`config.mk`:
```
export PLATFORM = sky130hd
export DESIGN_NAME = rstc_top
export DESIGN_NICKNAME = d
export VERILOG_FILES = /design/src/rstc_pkg.sv /design/src/rstc_pin_filter.sv /design/src/rstc_delay.sv /design/src/rstc_top.sv
export SDC_FILE = /design/constraint.sdc
export NUM_CORES = 1
export LEC_CHECK = 0
export BUFFER_PORTS_ARGS = -buffer_cell sky130_fd_sc_hd__buf_4
export CAP_MARGIN = 20
export CORE_UTILIZATION = 60
export CTS_CLUSTER_DIAMETER = 80
export DETAILED_ROUTE_END_ITERATION = 10
export PLACE_DENSITY_LB_ADDON = 0.12
export SETUP_SLACK_MARGIN = 0.5
export SYNTH_ARGS = -nofsm -noshare
export SYNTH_HDL_FRONTEND = slang
export SYNTH_SLANG_ARGS = --single-unit
```
`constraint.sdc`:
```
create_clock -name aclk -period 4.9 [get_ports aclk]
set_input_delay 0.49 -clock aclk [delete_from_list [all_inputs] [get_ports aclk]]
set_output_delay 0.49 -clock aclk [all_outputs]
set_load 0.02 [all_outputs]
```
`src/rstc_pkg.sv`:
```
// Register map, reset values, timing constants and enumerations of the reset controller.
package rstc_pkg;

  localparam int unsigned CLK_HZ          = 100_000_000;
  localparam int unsigned CLK_PERIOD_NS   = 1_000_000_000 / CLK_HZ;
  localparam int unsigned POWERUP_MS      = 72;
  localparam int unsigned POWERUP_CYCLES  = POWERUP_MS * (CLK_HZ / 1000);
  localparam int unsigned OSC_START_TICKS = 1024;
  localparam int unsigned CLEAR_FILTER_NS = 2000;
  localparam int unsigned CLEAR_FILTER_CYCLES =
    (CLEAR_FILTER_NS + CLK_PERIOD_NS - 1) / CLK_PERIOD_NS;
  localparam int unsigned PIN_SETTLE_CYCLES = 1;
  // Window of the analog supply comparator that drives supply_ok.
  localparam int unsigned SUPPLY_DETECT_LO_MV = 1200;
  localparam int unsigned SUPPLY_DETECT_HI_MV = 1700;

  localparam int unsigned ADDR_W  = 12;
  localparam int unsigned IDX_LSB = 2;
  localparam int unsigned IDX_W   = ADDR_W - IDX_LSB;

  localparam logic [IDX_W-1:0] REG_PC_LOW  = 10'h002;
  localparam logic [IDX_W-1:0] REG_STATUS  = 10'h003;
  localparam logic [IDX_W-1:0] REG_PC_HIGH = 10'h00a;
  localparam logic [IDX_W-1:0] REG_IRQ_CTL = 10'h00b;
  localparam logic [IDX_W-1:0] REG_OPTION  = 10'h081;
  localparam logic [IDX_W-1:0] REG_A_DIR   = 10'h085;
  localparam logic [IDX_W-1:0] REG_B_DIR   = 10'h086;
  localparam logic [IDX_W-1:0] REG_NV_CTL  = 10'h088;
  localparam logic [IDX_W-1:0] REG_CAUSE   = 10'h090;
  localparam logic [IDX_W-1:0] REG_SCRATCH = 10'h091;

  localparam logic [12:0] PC_RESET_VEC  = 13'h0000;
  localparam logic [12:0] PC_IRQ_VEC    = 13'h0004;
  localparam logic [12:0] PC_STEP       = 13'h0001;
  localparam logic [4:0]  PC_HIGH_RST   = 5'h00;
  localparam logic [7:0]  OPTION_RST    = 8'hff;
  localparam logic [4:0]  A_DIR_RST     = 5'h1f;
  localparam logic [7:0]  B_DIR_RST     = 8'hff;
  localparam logic [7:0]  STATUS_POR    = 8'h18;
  localparam logic [7:0]  STATUS_KEEP   = 8'h1f;
  localparam logic [7:0]  STATUS_SW     = 8'he7;
  localparam logic [7:0]  IRQ_CTL_RST   = 8'h00;
  localparam logic [7:0]  IRQ_CTL_KEEP  = 8'h01;
  localparam logic [4:0]  NV_CTL_RST    = 5'h00;
  localparam logic [4:0]  NV_CTL_SW     = 5'h0f;
  localparam int unsigned STAT_TIMEOUT_BIT   = 4;
  localparam int unsigned STAT_POWERDOWN_BIT = 3;
  localparam int unsigned IRQ_GLOBAL_EN_BIT  = 7;
  localparam int unsigned IRQ_FLAGS_W        = 3;
  localparam int unsigned NV_DONE_BIT        = 4;
  localparam int unsigned NV_ERR_BIT         = 3;
  localparam logic [1:0]  OSC_MODE_RC        = 2'h3;
  localparam logic [1:0]  RESP_OKAY          = 2'h0;
  localparam logic [1:0]  RESP_SLVERR        = 2'h2;

  typedef enum logic [2:0] {
    CAUSE_NONE           = 3'b000,
    CAUSE_POWER_ON       = 3'b001,
    CAUSE_CLEAR_RUN      = 3'b010,
    CAUSE_CLEAR_SLEEP    = 3'b011,
    CAUSE_WATCHDOG_RUN   = 3'b100,
    CAUSE_WATCHDOG_WAKE  = 3'b101,
    CAUSE_IRQ_WAKE       = 3'b110
  } rstc_cause_t;

  typedef enum logic [2:0] {
    SEQ_POWER_ON   = 3'b000,
    SEQ_POWERUP    = 3'b001,
    SEQ_OSC_START  = 3'b010,
    SEQ_RUN        = 3'b011,
    SEQ_WAKE_START = 3'b100
  } rstc_seq_t;

endpackage : rstc_pkg

```
`src/rstc_pin_filter.sv`:
```
// Three-stage synchroniser with a stability filter for a pin input.
`timescale 1ns/100ps
module rstc_pin_filter #(
  parameter int unsigned STABLE = 1,
  parameter logic        INIT   = 1'b0
) (
  input  wire logic aclk,
  input  wire logic aresetn,
  input  wire logic pin,
  output logic      level
);
  import rstc_pkg::*;

  localparam int unsigned CW = $clog2(STABLE + 1);

  typedef struct packed {
    logic [2:0]    sync;
    logic [CW-1:0] cnt;
    logic          level;
  } rstc_flt_t;

  rstc_flt_t s_r;
  rstc_flt_t s_nxt;

  // A change counts only once the last two stages agree and then stays put long enough.
  always_comb begin
    s_nxt      = s_r;
    s_nxt.sync = {s_r.sync[1:0], pin};
    if (s_r.sync[2] == s_r.sync[1] && s_r.sync[1] != s_r.level) begin
      if (s_r.cnt >= CW'(STABLE - 1)) begin
        s_nxt.level = s_r.sync[1];
        s_nxt.cnt   = '0;
      end else begin
        s_nxt.cnt = s_r.cnt + CW'(1);
      end
    end else begin
      s_nxt.cnt = '0;
    end
  end

  always_ff @(posedge aclk) begin
    if (!aresetn) begin
      s_r.sync  <= {3{INIT}};
      s_r.cnt   <= '0;
      s_r.level <= INIT;
    end else begin
      s_r <= s_nxt;
    end
  end

  assign level = s_r.level;

endmodule : rstc_pin_filter

```
`src/rstc_delay.sv`:
```
// Down counter that times one start-up delay and pulses done at its end.
`timescale 1ns/100ps
module rstc_delay #(
  parameter int unsigned WIDTH = 11
) (
  input  wire logic             aclk,
  input  wire logic             aresetn,
  input  wire logic             start,
  input  wire logic             tick,
  input  wire logic [WIDTH-1:0] length,
  output logic                  busy,
  output logic                  done
);
  import rstc_pkg::*;

  typedef struct packed {
    logic [WIDTH-1:0] cnt;
    logic             busy;
    logic             done;
  } rstc_dly_t;

  rstc_dly_t s_r;
  rstc_dly_t s_nxt;

  always_comb begin
    s_nxt      = s_r;
    s_nxt.done = 1'b0;
    if (start) begin
      s_nxt.cnt  = length;
      s_nxt.busy = 1'b1;
    end else if (s_r.busy && tick) begin
      if (s_r.cnt <= WIDTH'(1)) begin
        s_nxt.busy = 1'b0;
        s_nxt.done = 1'b1;
      end else begin
        s_nxt.cnt = s_r.cnt - WIDTH'(1);
      end
    end
  end

  always_ff @(posedge aclk) begin
    if (!aresetn) begin
      s_r <= '0;
    end else begin
      s_r <= s_nxt;
    end
  end

  assign busy = s_r.busy;
  assign done = s_r.done;

endmodule : rstc_delay

```
`src/rstc_top.sv`:
```
// Reset source detection, reset sequencing and reset-state register file behind AXI4-Lite.
//
// Design decision made here: the AXI4-Lite register port.
`timescale 1ns/100ps
// How it works
// - Tell six reset and wake causes apart.
// - Clear pin passes a glitch-rejecting filter.
// - Unaffected registers keep contents over resets.
// - Most registers reset on power, clear, watchdog.
// - Watchdog in sleep resumes, registers untouched.
// - Resets load pc zero; wakes step it.
// - Status upper bits take per-cause values.
// - Interrupt wake with global enable vectors.
// - Timeout and powerdown flags show reset cause.
// - Rising supply detection makes power-on reset.
// - Falling supply never causes any reset.
// - Option and port B direction reset ones.
// - Pc low and high latch clear; wake keeps high latch.
// - Interrupt control clears upper seven bits.
// - Port A direction all ones on reset.
// - Nonvolatile control resets; wake clears top.
// - Power-up delay holds reset when enabled.
// - Crystal modes add oscillator start-up delay.
// - Power-on sets timeout and powerdown flags.
module rstc_top #(
  parameter int unsigned POWERUP_CYCLES_P = rstc_pkg::POWERUP_CYCLES
) (
  input  wire logic                        aclk,
  input  wire logic                        aresetn,
  input  wire logic [rstc_pkg::ADDR_W-1:0] s_axi_awaddr,
  input  wire logic                        s_axi_awvalid,
  output logic                             s_axi_awready,
  input  wire logic [31:0]                 s_axi_wdata,
  input  wire logic [3:0]                  s_axi_wstrb,
  input  wire logic                        s_axi_wvalid,
  output logic                             s_axi_wready,
  output logic [1:0]                       s_axi_bresp,
  output logic                             s_axi_bvalid,
  input  wire logic                        s_axi_bready,
  input  wire logic [rstc_pkg::ADDR_W-1:0] s_axi_araddr,
  input  wire logic                        s_axi_arvalid,
  output logic                             s_axi_arready,
  output logic [31:0]                      s_axi_rdata,
  output logic [1:0]                       s_axi_rresp,
  output logic                             s_axi_rvalid,
  input  wire logic                        s_axi_rready,
  input  wire logic                        master_clear_n,
  input  wire logic                        supply_ok,
  input  wire logic                        osc_clk_in,
  input  wire logic [1:0]                  osc_mode,
  input  wire logic                        powerup_timer_en_n,
  input  wire logic                        core_sleeping,
  input  wire logic                        watchdog_timer_expired,
  input  wire logic                        wake_irq,
  input  wire logic [rstc_pkg::IRQ_FLAGS_W-1:0] irq_flags,
  input  wire logic                        nv_write_done,
  input  wire logic                        nv_write_active,
  output logic                             core_reset,
  output logic                             core_stall,
  output logic                             wake_resume,
  output logic [12:0]                      pc,
  output logic [7:0]                       option_cfg,
  output logic [4:0]                       a_port_direction,
  output logic [7:0]                       b_port_direction,
  output rstc_pkg::rstc_cause_t            reset_cause
);
  import rstc_pkg::*;

  localparam int unsigned PW = $clog2(POWERUP_CYCLES_P + 1);
  localparam int unsigned OW = $clog2(OSC_START_TICKS + 1);

  typedef struct packed {
    rstc_seq_t        seq;
    rstc_cause_t      cause;
    logic             clear_d;
    logic             supply_d;
    logic             osc_d;
    logic [12:0]      pc;
    logic [7:0]       status;
    logic [4:0]       pc_high;
    logic [7:0]       irq_ctl;
    logic [7:0]       option;
    logic [4:0]       a_dir;
    logic [7:0]       b_dir;
    logic [4:0]       nv_ctl;
    logic [7:0]       scratch;
    logic             core_reset;
    logic             core_stall;
    logic             wake_resume;
    logic             pwr_start;
    logic             osc_start;
    logic             aw_got;
    logic [IDX_W-1:0] aw_idx;
    logic             w_got;
    logic [7:0]       w_data;
    logic             w_lane0;
    logic             awready;
    logic             wready;
    logic             bvalid;
    logic [1:0]       bresp;
    logic             arready;
    logic             rvalid;
    logic [1:0]       rresp;
    logic [31:0]      rdata;
  } rstc_state_t;

  rstc_state_t s_r;
  rstc_state_t s_nxt;

  logic clear_lvl;
  logic supply_lvl;
  logic osc_lvl;
  logic pwr_done;
  logic osc_done;

  rstc_pin_filter #(.STABLE(CLEAR_FILTER_CYCLES), .INIT(1'b1)) u_clear_filter (
    .aclk    (aclk),
    .aresetn (aresetn),
    .pin     (master_clear_n),
    .level   (clear_lvl)
  );

  rstc_pin_filter #(.STABLE(PIN_SETTLE_CYCLES), .INIT(1'b0)) u_supply_filter (
    .aclk    (aclk),
    .aresetn (aresetn),
    .pin     (supply_ok),
    .level   (supply_lvl)
  );

  rstc_pin_filter #(.STABLE(PIN_SETTLE_CYCLES), .INIT(1'b0)) u_osc_filter (
    .aclk    (aclk),
    .aresetn (aresetn),
    .pin     (osc_clk_in),
    .level   (osc_lvl)
  );

  rstc_delay #(.WIDTH(PW)) u_powerup_delay (
    .aclk    (aclk),
    .aresetn (aresetn),
    .start   (s_r.pwr_start),
    .tick    (1'b1),
    .length  (PW'(POWERUP_CYCLES_P)),
    .busy    (),
    .done    (pwr_done)
  );

  rstc_delay #(.WIDTH(OW)) u_osc_start_delay (
    .aclk    (aclk),
    .aresetn (aresetn),
    .start   (s_r.osc_start),
    .tick    (osc_lvl & ~s_r.osc_d),
    .length  (OW'(OSC_START_TICKS)),
    .busy    (),
    .done    (osc_done)
  );

  // Register values for power-on, clear and running watchdog resets.
  function automatic rstc_state_t apply_reset(rstc_state_t s, rstc_cause_t c, logic nv_busy);
    rstc_state_t r;
    r         = s;
    r.cause   = c;
    r.pc      = PC_RESET_VEC;
    r.pc_high = PC_HIGH_RST;
    r.option  = OPTION_RST;
    r.b_dir   = B_DIR_RST;
    r.a_dir   = A_DIR_RST;
    r.irq_ctl = (c == CAUSE_POWER_ON) ? IRQ_CTL_RST : (IRQ_CTL_RST | (s.irq_ctl & IRQ_CTL_KEEP));
    r.nv_ctl  = NV_CTL_RST;
    // A clear or watchdog reset that cuts a nonvolatile write short leaves the error bit set; power-on clears it.
    r.nv_ctl[NV_ERR_BIT] = (c != CAUSE_POWER_ON) && nv_busy;
    r.status  = s.status & STATUS_KEEP;
    case (c)
      CAUSE_POWER_ON: begin
        r.status = STATUS_POR;
      end
      CAUSE_CLEAR_SLEEP: begin
        r.status[STAT_TIMEOUT_BIT]   = 1'b1;
        r.status[STAT_POWERDOWN_BIT] = 1'b0;
      end
      CAUSE_WATCHDOG_RUN: begin
        r.status[STAT_TIMEOUT_BIT]   = 1'b0;
        r.status[STAT_POWERDOWN_BIT] = 1'b1;
      end
      default: begin
      end
    endcase
    return r;
  endfunction : apply_reset

  // Wake-ups keep register contents; only the pc, cause, status flags and the write-done bit move.
  function automatic rstc_state_t apply_wake(rstc_state_t s, rstc_cause_t c);
    rstc_state_t r;
    r       = s;
    r.cause = c;
    if (c == CAUSE_IRQ_WAKE && s.irq_ctl[IRQ_GLOBAL_EN_BIT]) begin
      r.pc = PC_IRQ_VEC;
    end else begin
      r.pc = s.pc + PC_STEP;
    end
    r.status[STAT_TIMEOUT_BIT]   = (c == CAUSE_IRQ_WAKE);
    r.status[STAT_POWERDOWN_BIT] = 1'b0;
    r.nv_ctl[NV_DONE_BIT]        = 1'b0;
    return r;
  endfunction : apply_wake

  always_comb begin
    logic        crystal;
    logic        clear_live;
    logic        wd_reset;
    logic        mapped;
    rstc_cause_t clr_cause;
    crystal    = (osc_mode != OSC_MODE_RC);
    clear_live = (s_r.seq == SEQ_RUN) || (s_r.seq == SEQ_WAKE_START);
    wd_reset   = 1'b0;
    mapped     = 1'b0;
    clr_cause  = core_sleeping ? CAUSE_CLEAR_SLEEP : CAUSE_CLEAR_RUN;

    s_nxt             = s_r;
    s_nxt.wake_resume = 1'b0;
    s_nxt.pwr_start   = 1'b0;
    s_nxt.osc_start   = 1'b0;
    s_nxt.clear_d     = clear_lvl;
    s_nxt.supply_d    = supply_lvl;
    s_nxt.osc_d       = osc_lvl;

    // Write channel: address and data are taken in either order, answered together.
    if (s_r.awready && s_axi_awvalid) begin
      s_nxt.aw_got = 1'b1;
      s_nxt.aw_idx = s_axi_awaddr[ADDR_W-1:IDX_LSB];
    end
    if (s_r.wready && s_axi_wvalid) begin
      s_nxt.w_got   = 1'b1;
      s_nxt.w_data  = s_axi_wdata[7:0];
      s_nxt.w_lane0 = s_axi_wstrb[0];
    end
    if (s_r.bvalid && s_axi_bready) begin
      s_nxt.bvalid = 1'b0;
    end
    if (s_nxt.aw_got && s_nxt.w_got && !s_r.bvalid) begin
      mapped = 1'b1;
      if (s_nxt.w_lane0) begin
        case (s_nxt.aw_idx)
          REG_PC_LOW:  s_nxt.pc = {s_r.pc_high, s_nxt.w_data};
          REG_STATUS:  s_nxt.status = (s_r.status & ~STATUS_SW) | (s_nxt.w_data & STATUS_SW);
          REG_PC_HIGH: s_nxt.pc_high = s_nxt.w_data[4:0];
          REG_IRQ_CTL: s_nxt.irq_ctl = s_nxt.w_data;
          REG_OPTION:  s_nxt.option = s_nxt.w_data;
          REG_A_DIR:   s_nxt.a_dir = s_nxt.w_data[4:0];
          REG_B_DIR:   s_nxt.b_dir = s_nxt.w_data;
          REG_NV_CTL:  s_nxt.nv_ctl = (s_r.nv_ctl & ~NV_CTL_SW) | (s_nxt.w_data[4:0] & NV_CTL_SW);
          REG_SCRATCH: s_nxt.scratch = s_nxt.w_data;
          REG_CAUSE:   mapped = 1'b1;
          default:     mapped = 1'b0;
        endcase
      end else begin
        case (s_nxt.aw_idx)
          REG_PC_LOW, REG_STATUS, REG_PC_HIGH, REG_IRQ_CTL, REG_OPTION,
          REG_A_DIR, REG_B_DIR, REG_NV_CTL, REG_SCRATCH, REG_CAUSE: mapped = 1'b1;
          default: mapped = 1'b0;
        endcase
      end
      s_nxt.bresp  = mapped ? RESP_OKAY : RESP_SLVERR;
      s_nxt.bvalid = 1'b1;
      s_nxt.aw_got = 1'b0;
      s_nxt.w_got  = 1'b0;
    end
    s_nxt.awready = !s_nxt.aw_got && !s_nxt.bvalid;
    s_nxt.wready  = !s_nxt.w_got && !s_nxt.bvalid;

    // Read channel: one read at a time, answered the cycle after it is taken.
    if (s_r.rvalid && s_axi_rready) begin
      s_nxt.rvalid = 1'b0;
    end
    if (s_r.arready && s_axi_arvalid) begin
      s_nxt.rvalid = 1'b1;
      s_nxt.rresp  = RESP_OKAY;
      case (s_axi_araddr[ADDR_W-1:IDX_LSB])
        REG_PC_LOW:  s_nxt.rdata = {24'h000000, s_r.pc[7:0]};
        REG_STATUS:  s_nxt.rdata = {24'h000000, s_r.status};
        REG_PC_HIGH: s_nxt.rdata = {27'h0000000, s_r.pc_high};
        REG_IRQ_CTL: s_nxt.rdata = {24'h000000, s_r.irq_ctl};
        REG_OPTION:  s_nxt.rdata = {24'h000000, s_r.option};
        REG_A_DIR:   s_nxt.rdata = {27'h0000000, s_r.a_dir};
        REG_B_DIR:   s_nxt.rdata = {24'h000000, s_r.b_dir};
        REG_NV_CTL:  s_nxt.rdata = {27'h0000000, s_r.nv_ctl};
        REG_CAUSE:   s_nxt.rdata = {29'h00000000, s_r.cause};
        REG_SCRATCH: s_nxt.rdata = {24'h000000, s_r.scratch};
        default: begin
          s_nxt.rdata = 32'h00000000;
          s_nxt.rresp = RESP_SLVERR;
        end
      endcase
    end
    s_nxt.arready = !s_nxt.rvalid;

    // Hardware flag sets come after software writes so that a set wins over a clear.
    s_nxt.irq_ctl[IRQ_FLAGS_W-1:0] = s_nxt.irq_ctl[IRQ_FLAGS_W-1:0] | irq_flags;
    if (nv_write_done) begin
      s_nxt.nv_ctl[NV_DONE_BIT] = 1'b1;
    end

    case (s_r.seq)
      SEQ_POWER_ON: begin
        if (!powerup_timer_en_n) begin
          s_nxt.pwr_start = 1'b1;
          s_nxt.seq       = SEQ_POWERUP;
        end else if (crystal) begin
          s_nxt.osc_start = 1'b1;
          s_nxt.seq       = SEQ_OSC_START;
        end else begin
          s_nxt.seq = SEQ_RUN;
        end
      end
      SEQ_POWERUP: begin
        if (pwr_done && crystal) begin
          s_nxt.osc_start = 1'b1;
          s_nxt.seq       = SEQ_OSC_START;
        end else if (pwr_done) begin
          s_nxt.seq = SEQ_RUN;
        end
      end
      SEQ_OSC_START: begin
        if (osc_done) begin
          s_nxt.seq = SEQ_RUN;
        end
      end
      SEQ_WAKE_START: begin
        if (osc_done) begin
          s_nxt.seq         = SEQ_RUN;
          s_nxt.wake_resume = 1'b1;
        end
      end
      SEQ_RUN: begin
      end
      default: begin
        s_nxt.seq = SEQ_POWER_ON;
      end
    endcase

    // Only a rising supply starts a power-on reset; a falling one is ignored.
    if (supply_lvl && !s_r.supply_d) begin
      s_nxt     = apply_reset(s_nxt, CAUSE_POWER_ON, nv_write_active);
      s_nxt.seq = SEQ_POWER_ON;
    end else if (!clear_lvl && clear_live) begin
      // The cause is fixed at the falling edge; holding the pin keeps the reset state.
      s_nxt     = apply_reset(s_nxt, s_r.clear_d ? clr_cause : s_r.cause, nv_write_active);
      s_nxt.seq = SEQ_RUN;
    end else if (watchdog_timer_expired && s_r.seq == SEQ_RUN && !core_sleeping) begin
      s_nxt    = apply_reset(s_nxt, CAUSE_WATCHDOG_RUN, nv_write_active);
      wd_reset = 1'b1;
    end else if (s_r.seq == SEQ_RUN && core_sleeping && (watchdog_timer_expired || wake_irq)) begin
      s_nxt = apply_wake(s_nxt, watchdog_timer_expired ? CAUSE_WATCHDOG_WAKE : CAUSE_IRQ_WAKE);
      if (crystal) begin
        s_nxt.osc_start = 1'b1;
        s_nxt.seq       = SEQ_WAKE_START;
      end else begin
        s_nxt.wake_resume = 1'b1;
      end
    end

    // Reset stays asserted during the power-on start-up delays and while the clear pin is low; the wake oscillator delay only stalls.
    s_nxt.core_reset = (s_nxt.seq == SEQ_POWER_ON) || (s_nxt.seq == SEQ_POWERUP) ||
                       (s_nxt.seq == SEQ_OSC_START) || !clear_lvl || wd_reset;
    s_nxt.core_stall = (s_nxt.seq == SEQ_WAKE_START);
  end

  always_ff @(posedge aclk) begin
    if (!aresetn) begin
      s_r            <= '0;
      s_r.seq        <= SEQ_POWER_ON;
      s_r.cause      <= CAUSE_POWER_ON;
      s_r.clear_d    <= 1'b1;
      s_r.status     <= STATUS_POR;
      s_r.pc         <= PC_RESET_VEC;
      s_r.pc_high    <= PC_HIGH_RST;
      s_r.irq_ctl    <= IRQ_CTL_RST;
      s_r.option     <= OPTION_RST;
      s_r.a_dir      <= A_DIR_RST;
      s_r.b_dir      <= B_DIR_RST;
      s_r.nv_ctl     <= NV_CTL_RST;
      s_r.core_reset <= 1'b1;
    end else begin
      s_r <= s_nxt;
    end
  end

  assign s_axi_awready    = s_r.awready;
  assign s_axi_wready     = s_r.wready;
  assign s_axi_bresp      = s_r.bresp;
  assign s_axi_bvalid     = s_r.bvalid;
  assign s_axi_arready    = s_r.arready;
  assign s_axi_rdata      = s_r.rdata;
  assign s_axi_rresp      = s_r.rresp;
  assign s_axi_rvalid     = s_r.rvalid;
  assign core_reset       = s_r.core_reset;
  assign core_stall       = s_r.core_stall;
  assign wake_resume      = s_r.wake_resume;
  assign pc               = s_r.pc;
  assign option_cfg       = s_r.option;
  assign a_port_direction = s_r.a_dir;
  assign b_port_direction = s_r.b_dir;
  assign reset_cause      = s_r.cause;

endmodule : rstc_top

```
==> results of run 1 <==
## cell usage after synthesis, drive strengths merged, types with 4 or more instances
| library cell | count | area share (%) |
|---|---|---|
| a311oi | 7 | 0.77 |
| nor4 | 12 | 1.2 |
| a21oi | 60 | 3.4 |
| dfxtp | 176 | 40 |
| nor2 | 108 | 4.6 |
| nor3 | 19 | 1.1 |
| xor2 | 12 | 1.2 |
| buf | 83 | 6.8 |
| o21a | 4 | 0.34 |
| inv | 23 | 0.98 |
| clkbuf | 27 | 1.2 |
| a21boi | 4 | 0.34 |
| a22oi | 12 | 1.0 |
| nand2 | 123 | 5.3 |
| and2 | 24 | 1.7 |
| o31ai | 4 | 0.34 |
| ha | 6 | 0.86 |
| nand4 | 7 | 0.67 |
| nand2b | 16 | 1.1 |
| nor3b | 4 | 0.34 |
| or3 | 6 | 0.43 |
| nor2b | 9 | 0.64 |
| a221oi | 4 | 0.40 |
| mux2i | 64 | 7.3 |
| xnor2 | 26 | 2.6 |
| nand3b | 7 | 0.60 |
| o211ai | 13 | 1.1 |
| and3 | 13 | 0.93 |
| o21ai | 30 | 1.7 |
| or4 | 4 | 0.34 |
| nand3 | 42 | 2.5 |
| mux2 | 9 | 1.2 |
| a211oi | 8 | 0.68 |
| a21o | 5 | 0.43 |
| a31oi | 6 | 0.50 |
## path summary, 6_finish.rpt
path / endpoint / start / slack, ns
max: pc[10] / s_axi_awready / 1.31
min: u_clear_filter.s_nxt[10] / master_clear_n / 0.26
max reg2reg: pc[10] / s_axi_awready / 1.31
min reg2reg: u_clear_filter.s_nxt[11] / u_clear_filter.s_nxt[10] / 0.41
## cells by family after synthesis
logic type	after synthesis
adder cells (fa/ha/maj)	6
XOR/XNOR	38
buffers and inverters	133
AND/OR/NAND/NOR	406
flip-flops	176
multiplexers	76
AO/OA/AOI/OAI	185
other	1
## through the flow
step           std cells  instance area [µm²]
2_1_floorplan       1046                 8865
3_3_place_gp        1226                 9220
3_5_place_dp        1226                 9220
4_1_cts             1256                 9814
5_1_grt             1256                 9814
6_report            1256                 9814
## power by group
| group | switching (mW) | internal, mW | total, mW |
|---|---|---|---|
| logic | 0.247 | 0.159 | 0.406 |
| registers | 0.0459 | 1.49 | 1.53 |
| clock network | 0.517 | 0.861 | 1.38 |
## final cells by class
| type | count | area, µm² | area share (%) |
|---|---|---|---|
| clock buffers | 24 | 461.7 | 4.704 |
| clock inverters | 6 | 132.6 | 1.351 |
| inverters | 23 | 86.33 | 0.8797 |
| multi-input cells | 737 | 4559 | 46.46 |
| flip-flops and latches | 176 | 3523 | 35.90 |
| well taps | 180 | 225.2 | 2.295 |
| repair buffers | 110 | 825.8 | 8.414 |
## routing by layer
metal	vias to the layer above	global-route usage [%]	share of wire, %
met3	36	6.458	7.3
li1	3574	-	-
met2	267	46.66	48
met5	-	0	0
met4	0	11.36	2.5
met1	3334	34.70	42
==> results_dict.tcl, run 1 <==
set metrics [dict create \
    firstDrtPassIters 5 \
    place_hpwl_um 14590 \
    cts_tree "built" \
    dieArea_um2 15110 \
    port_buffers 104 \
    ys_async_sr_fraction_pct 0 \
    crit_path_start_kind "register" \
    drc 0 \
    tns_ns 0 \
    netlist_instances 1021 \
    gp_congestion 0.8773 \
    finalNetCount 1152 \
    final_layout_size_suffix_gt1_share_pct 15.43 \
    totalWireLength_um 20170 \
    rsz0062_at_grt "no" \
    cts_resized 0 \
    path_depth 12 \
    yosys_warnings 0 \
    hold_class "input port to register" \
    arrival_ns 3.86 \
    leakage_nw 4.175 \
    grt-ovfl-total 0 \
    layout_commonest_cell "dfxtp_1" \
    setup_viol 0 \
    synthFlopType "dfxtp_1" \
    num-fill-cells 1180 \
    antenna_found_initial 0 \
    vias_per_cell 5.741 \
    finalPower_mw 3.315 \
    tightest_slew_ns 1.013 \
    maxSlewViolCount 0 \
    required_ns 5.17 \
    areaGrowthSynthToFinish_pct 11.90 \
    cp_slowest_cell "mux2_2" \
    insertion_delay_ns 0.42 \
    period_needed_ns 3.591 \
    netlist_area_um2 8771 \
    fin_skew_ns 0.007195 \
    whs_ns 0.2554 \
    crit_buf_inv 1 \
    drt-initial-drc-count 515 \
    io-pin-count 162 \
    synth_mux_area_share_pct 9.230 \
    timing.fmax_ghz 0.2785 \
    cts_buffer_depth 2 \
    synth-edff-count 0 \
    fin_util_pct 69.63 \
    synth-compound-area-share_pct 14.21 \
    grtUsageTotal_pct 27.94 \
    die_y_um 122.9 \
    finalCritPeriodShare_pct 73.29 \
    synth-simple-area-share_pct 22.72 \
    grt_max_degree 46 \
    synthAdderAreaFrac_pct 0.8559 \
    rows 43 \
    syn_area_per_cell_um2 8.591 \
    critical-path-top-delay-family "simple AND/OR/NAND/NOR gates" \
    post_cts_buffers 0 \
    max_slew_margin_pct 30.57 \
    cts-root-buf "clkbuf_16" \
    final_cell_mix "dfxtp_1 (176), nand2_1 (122), buf_4 (110)" \
    initial_utilization_pct 62.22 \
    post-place-ws_ns 1.067 \
    die_w_um 122.9 \
    grt_pass1_vias 6758 \
    maxCapViolCount 0 \
    r2r_cells 12 \
    setup_ws_ns 1.309 \
    min_path_cells 2 \
    critical_path.max_fanout 20 \
    synthXorXnorAreaFrac_pct 3.795 \
    pwr_density_cell_nw_per_um2 337.8 \
    post_drt_wl_per_cell_um 16.05 \
    grt_first_pass_wirelength_um 32560 \
    drtAntennaViolNets 0 \
    critPathKind "register to register" \
    vdd_drop_max_mv 0.3142 \
    ys_seq_area_share_pct 40.17 \
    fp.coreArea_um2 14100 \
    synth_top_family_by_area "simple AND/OR/NAND/NOR gates" \
    htree_levels 4 \
    ys_types 74 \
    cts_buffers 17 \
    cts.sinks 176 \
    critPathMaxStageDelay_ns 0.51 \
    route.vias.total 7211 \
    clk_pin_slew_ns 0.06 \
    finalHoldViolCount 0 \
    path_cells "nand2_1 -> mux2_2 -> a2111oi_4 -> buf_4 -> nand2_4 -> o21ai_0 -> ha_1 -> nand4_1 -> or3_1 -> mux2i_1 -> a21o_1 -> a21oi_1" \
    run_status "complete, no violations" \
    end_kind "register" \
    ys_seq_elements 176 \
    postCtsHoldBufs 0 \
    diodes 0 \
]
(Power assumes the default switching activity.)
==> inputs of run 2 (changes only) <==
--- a/config.mk
+++ b/config.mk
@@ -7,7 +7,7 @@
 export LEC_CHECK = 0
 export BUFFER_PORTS_ARGS = -buffer_cell sky130_fd_sc_hd__buf_4
 export CAP_MARGIN = 20
-export CORE_UTILIZATION = 60
+export CORE_UTILIZATION = 51
 export CTS_CLUSTER_DIAMETER = 80
 export DETAILED_ROUTE_END_ITERATION = 10
 export PLACE_DENSITY_LB_ADDON = 0.12
==> constraint.sdc (replaced) <==
create_clock -name aclk -period 3.3 [get_ports aclk]
set_input_delay 0.33 -clock aclk [delete_from_list [all_inputs] [get_ports aclk]]
set_output_delay 0.33 -clock aclk [all_outputs]
set_load 0.02 [all_outputs]
==> run 2 against run 1 <==
Compared with the run above: critical path depth stayed put; critical path type unchanged; final cell count is 5.5% higher; via count is 2.0% higher; clock-buffer cell count is 6 lower.
==> results_dict.tcl, run 2 (synthesis gave the netlist of run 1 again) <==
set metrics [dict create \
    critPathLaunch "s_axi_awready" \
    grt_max_degree 46 \
    r2r-start "s_axi_awready" \
    vias_per_cell 5.552 \
    finalCritPeriodShare_pct 84.96 \
    port_buffers 104 \
    setup_viol 0 \
    final_layout_size_suffix_gt1_share_pct 19.28 \
    register_area_um2 3528 \
    tns_ns 0 \
    reg2reg_to "pc[10]" \
    insertion_delay_ns 0.43 \
    grt_first_pass_wirelength_um 34610 \
    endpoint "pc[10]" \
    layout_commonest_cell "dfxtp_1" \
    period_needed_ns 2.804 \
    fp.coreArea_um2 16700 \
    finalPower_mw 5.107 \
    maxCapViolCount 0 \
    crit_path_start_kind "register" \
    cts_buffer_depth 2 \
    finalHoldViolCount 0 \
    clkPwrFrac_pct 42.7 \
    gp_congestion 0.9002 \
    vdd_drop_max_mv 0.4479 \
    p_sw_mw 1.340 \
    hold_start "powerup_timer_en_n" \
    io-pin-count 162 \
    cts-root-buf "clkbuf_16" \
    drc 0 \
    htree_levels 4 \
    timing.fmax_ghz 0.3567 \
    arrival_ns 3.13 \
    num-fill-cells 1516 \
    critPathKind "register to register" \
    multi_input_area_um2 4629 \
    place_hpwl_um 15580 \
    fin_util_pct 61.03 \
    post_drt_wl_per_cell_um 16.23 \
    clk_pin_slew_ns 0.07 \
    cell_internal_pwr_mw 3.767 \
    antenna_found_initial 0 \
    postCtsHoldBufs 0 \
    finalNetCount 1179 \
    grtUsageTotal_pct 24.98 \
    route.vias.total 7356 \
    maxSlewViolCount 0 \
    seqPwrFrac_pct 44.6 \
    final_cell_mix "dfxtp_1 (174), buf_4 (136), nand2_1 (121)" \
    swShare_pct 26.24 \
    cts.sinks 176 \
    diodes 0 \
    drt-initial-drc-count 477 \
    critical_path.max_fanout 6 \
    required_ns 3.62 \
    totalWireLength_um 21510 \
    max_slew_margin_pct 32.40 \
    min_path_cells 2 \
    rows 47 \
    drtAntennaViolNets 0 \
    die_y_um 133.1 \
    grt-ovfl-total 0 \
    areaGrowthSynthToFinish_pct 16.21 \
    leakage_nw 4.336 \
    p_comb_share_pct 12.7 \
    run_status "complete, no violations" \
    grt_pass1_vias 6782 \
    pwr_density_cell_nw_per_um2 501.0 \
    die_w_um 133.1 \
    cts_tree "built" \
    hold_class "input port to register" \
    fin_skew_ns 0.009066 \
    end_kind "register" \
    rsz0062_at_grt "yes" \
    initial_utilization_pct 52.52 \
    firstDrtPassIters 5 \
    dieArea_um2 17730 \
    whs_ns 0.07972 \
    cts_buffers 17 \
    r2r_slack_ns 0.50 \
    r2r_cells 12 \
    tightest_slew_ns 1.008 \
]
## run 2: timing repair
item                                    in CTS  in global routing
gates resized for setup                      5                  8
buffers inserted                             1                  6
pin swaps                                    3                  4
endpoints found under the setup margin       3                  8
## run 2: power by group through the flow
stage / clock network [mW] / logic, mW / registers [mW]
6_report: 2.18 / 0.648 / 2.28
2_1_floorplan: 0 / 0.454 / 2.31
3_3_place_gp: 0 / 0.617 / 2.32
5_1_grt: 2.31 / 0.716 / 2.28
3_5_place_dp: 0 / 0.626 / 2.32
4_1_cts: 2.22 / 0.631 / 2.27
## run 2: through the flow
step	worst slack, ns	cell area (µm²)	cells
after floorplan	0.3012	8890	1046
after global placement	0.3249	9438	1286
after global routing	0.3672	10190	1325
final	0.4965	10190	1325
after detailed placement	0.2590	9438	1286
after CTS	0.4635	10120	1319
## run 2: worst min path at each step
stage / endpoint / slack (ns)
after floorplan: u_clear_filter.s_nxt[11] / 0.39
after global placement: u_clear_filter.s_nxt[11] / 0.40
after detailed placement: u_clear_filter.s_nxt[11] / 0.41
after CTS: u_clear_filter.s_nxt[10] / 0.06
after global routing: s_r[63] / 0.06
final: s_r[63] / 0.08
## run 2: metal layers
layer	wire length, µm	GRT usage, %	part of all wire (%)	vias up
met2	10010	41.33	47	270
met5	0	0	0	-
li1	-	-	-	3641
met4	611	11.49	2.8	0
met1	9432	31.57	44	3407
met3	1451	4.680	6.7	38
## run 2: worst max-delay path, cell delays in order (launching register included)
cell	delay (ns)
dfxtp_4	0.35
nand2_2	0.09
mux2_4	0.35
a2111oi_4	0.41
nand2_4	0.14
mux2i_4	0.22
inv_1	0.07
ha_2	0.16
nand4_1	0.11
or3_4	0.37
mux2i_4	0.22
a21o_1	0.15
a21oi_1	0.05
## run 2: final cells by class
class	count	area share, %
multi-input combinational	737	45.42
sequential	176	34.62
timing repair buffer	137	10.13
clock buffer	18	4.309
tap	220	2.701
clock inverter	14	1.976
inverter	23	0.8470
==> inputs of run 3 (changes only) <==
--- a/config.mk
+++ b/config.mk
@@ -7,7 +7,7 @@
 export LEC_CHECK = 0
 export BUFFER_PORTS_ARGS = -buffer_cell sky130_fd_sc_hd__buf_4
 export CAP_MARGIN = 20
-export CORE_UTILIZATION = 51
+export CORE_UTILIZATION = 56
 export CTS_CLUSTER_DIAMETER = 80
 export DETAILED_ROUTE_END_ITERATION = 10
 export PLACE_DENSITY_LB_ADDON = 0.12
==> constraint.sdc (replaced) <==
create_clock -name aclk -period 2.9 [get_ports aclk]
set_input_delay 0.29 -clock aclk [delete_from_list [all_inputs] [get_ports aclk]]
set_output_delay 0.29 -clock aclk [all_outputs]
set_load 0.02 [all_outputs]
==> run 3 against run 2 <==
Compared with the run above: cell area is 2.8% higher; clock power is 4% higher; critical path type unchanged; clock skew is 0.0028 ns lower; final cell count is 1.4% higher; die area is 8.8% lower; routed wire length is 2.1% higher; global-route usage is 2.6 points higher.
==> results_dict.tcl, run 3 (synthesis gave the netlist of run 1 again) <==
set metrics [dict create \
    max_slew_margin_pct 40.94 \
    required_ns 3.20 \
    critical_path.max_fanout 5 \
    crit_path_start_kind "register" \
    end_kind "register" \
    grt_first_pass_wirelength_um 34850 \
    tightest_slew_ns 0.8846 \
    cts_buffer_depth 2 \
    insertion_delay_ns 0.43 \
    route.vias.total 7546 \
    grt-ovfl-total 0 \
    min_path_cells 2 \
    cts-root-buf "clkbuf_16" \
    drtAntennaViolNets 0 \
    final_layout_size_suffix_gt1_share_pct 22.51 \
    final_cell_mix "dfxtp_1 (173), buf_4 (163), nand2_1 (118)" \
    maxSlewViolCount 0 \
    run_status "complete, no violations" \
    port_buffers 104 \
    setup_ws_ns 0.1752 \
    io-pin-count 162 \
    finalCritPeriodShare_pct 93.96 \
    vias_per_cell 5.615 \
    critPathKind "register to register" \
    rows 45 \
    drc 0 \
    timing.fmax_ghz 0.3670 \
    clk_pin_slew_ns 0.06 \
    finalHoldViolCount 0 \
    hold_start "master_clear_n" \
    critPathLaunch "s_r[60]" \
    place_hpwl_um 15860 \
    grtUsageTotal_pct 27.58 \
    reg2reg_to "pc[8]" \
    htree_levels 4 \
    setup_viol 0 \
    initial_utilization_pct 57.48 \
    fp.coreArea_um2 15260 \
    arrival_ns 3.03 \
    totalWireLength_um 21970 \
    r2r_cells 13 \
    gp_congestion 0.9342 \
    maxCapViolCount 0 \
    cts_buffers 17 \
    finalNetCount 1207 \
    grt_max_degree 46 \
    r2r_slack_ns 0.18 \
    cts.sinks 176 \
    layout_commonest_cell "dfxtp_1" \
    rsz0062_at_grt "yes" \
    drt-initial-drc-count 603 \
    leakage_nw 4.491 \
    cts_tree "built" \
    areaGrowthSynthToFinish_pct 19.49 \
    firstDrtPassIters 7 \
    period_needed_ns 2.725 \
    die_w_um 127.2 \
    die_y_um 127.2 \
    grt_pass1_vias 6925 \
    vdd_drop_max_mv 0.3970 \
    hold_class "input port to register" \
    diodes 0 \
    dieArea_um2 16170 \
    r2r-start "s_r[60]" \
    holdPathEnd "u_clear_filter.s_nxt[10]" \
    post-place-ws_ns -0.06619 \
    pwr_density_cell_nw_per_um2 539.5 \
    fin_skew_ns 0.006293 \
    finalPower_mw 5.654 \
    antenna_found_initial 0 \
    post_drt_wl_per_cell_um 16.34 \
]
run 3: changes by cell type in the layout (fill, tap and decap cells not counted), moves of 3 or more:
cell | before | now
buf_4 | 136 | 163
bufinv_16 | 4 | 1
clkinv_2 | 0 | 3
clkinvlp_4 | 3 | 0
nand2_1 | 121 | 118
nand2_2 | 1 | 4
run 3: how the worst max path moves through the flow:
stage	slack, ns	endpoint	cells after the start
2_1_floorplan	-0.09	pc[10]	13
3_3_place_gp	-0.0005	pc[8]	15
3_5_place_dp	-0.07	pc[8]	15
4_1_cts	0.18	pc[8]	13
5_1_grt	0.03	pc[10]	13
6_report	0.18	pc[8]	13
run 3: final cells by class:
cell class | count | area [µm²]
repair buffers | 165 | 1269
multi-input cells | 737 | 4738
inverters | 23 | 86.33
flip-flops and latches | 176 | 3530
clock inverters | 10 | 97.59
fillers | 1225 | 4778
clock buffers | 22 | 495.5
well taps | 211 | 264.0
run 3: where the power goes:
group          internal [mW]  switching, mW  total (mW)
logic                  0.346          0.451       0.797
registers               2.51         0.0841        2.59
clock network           1.31          0.953        2.26
run 3: metrics by stage:
| step | std cells | util [%] | setup TNS, ns | hold slack, ns | cell area (µm²) |
|---|---|---|---|---|---|
| finish | 1344 | 68.68 | 0 | 0.04111 | 10480 |
| global route | 1344 | 68.68 | 0 | 0.02283 | 10480 |
| CTS | 1338 | 67.59 | 0 | 0.02234 | 10310 |
| detailed placement | 1304 | 63.11 | -0.1482 | 0.3918 | 9629 |
| global placement | 1304 | 63.11 | -0.0005056 | 0.3934 | 9629 |
| floorplan | 1046 | - | -0.1798 | 0.3693 | 8890 |
run 3: per-layer routing:
metal,GRT usage [%],vias up,part of all wire (%)
li1,-,3691,-
met1,34.04,3525,43
met2,46.64,280,48
met3,5.653,50,6.3
met4,12.18,0,2.7
met5,0,-,0
run 3: critical path, cell delays in order, from the launching register on:
cell	delay, ns
dfxtp_2	0.33
nor4_4	0.31
nand3_2	0.17
a2111oi_4	0.31
buf_4	0.20
nand2_8	0.07
mux2i_1	0.14
inv_1	0.07
ha_2	0.17
nand4_1	0.09
or3_4	0.35
mux2i_4	0.20
buf_4	0.15
a311oi_2	0.03
run 3: timing repair:
item,CTS,global route
gates resized for setup,18,21
endpoints found under the hold margin,0,0
hold buffers,0,0
buffers inserted,2,5
setup endpoints to repair,27,42
cloned,0,1
pin swaps,2,4
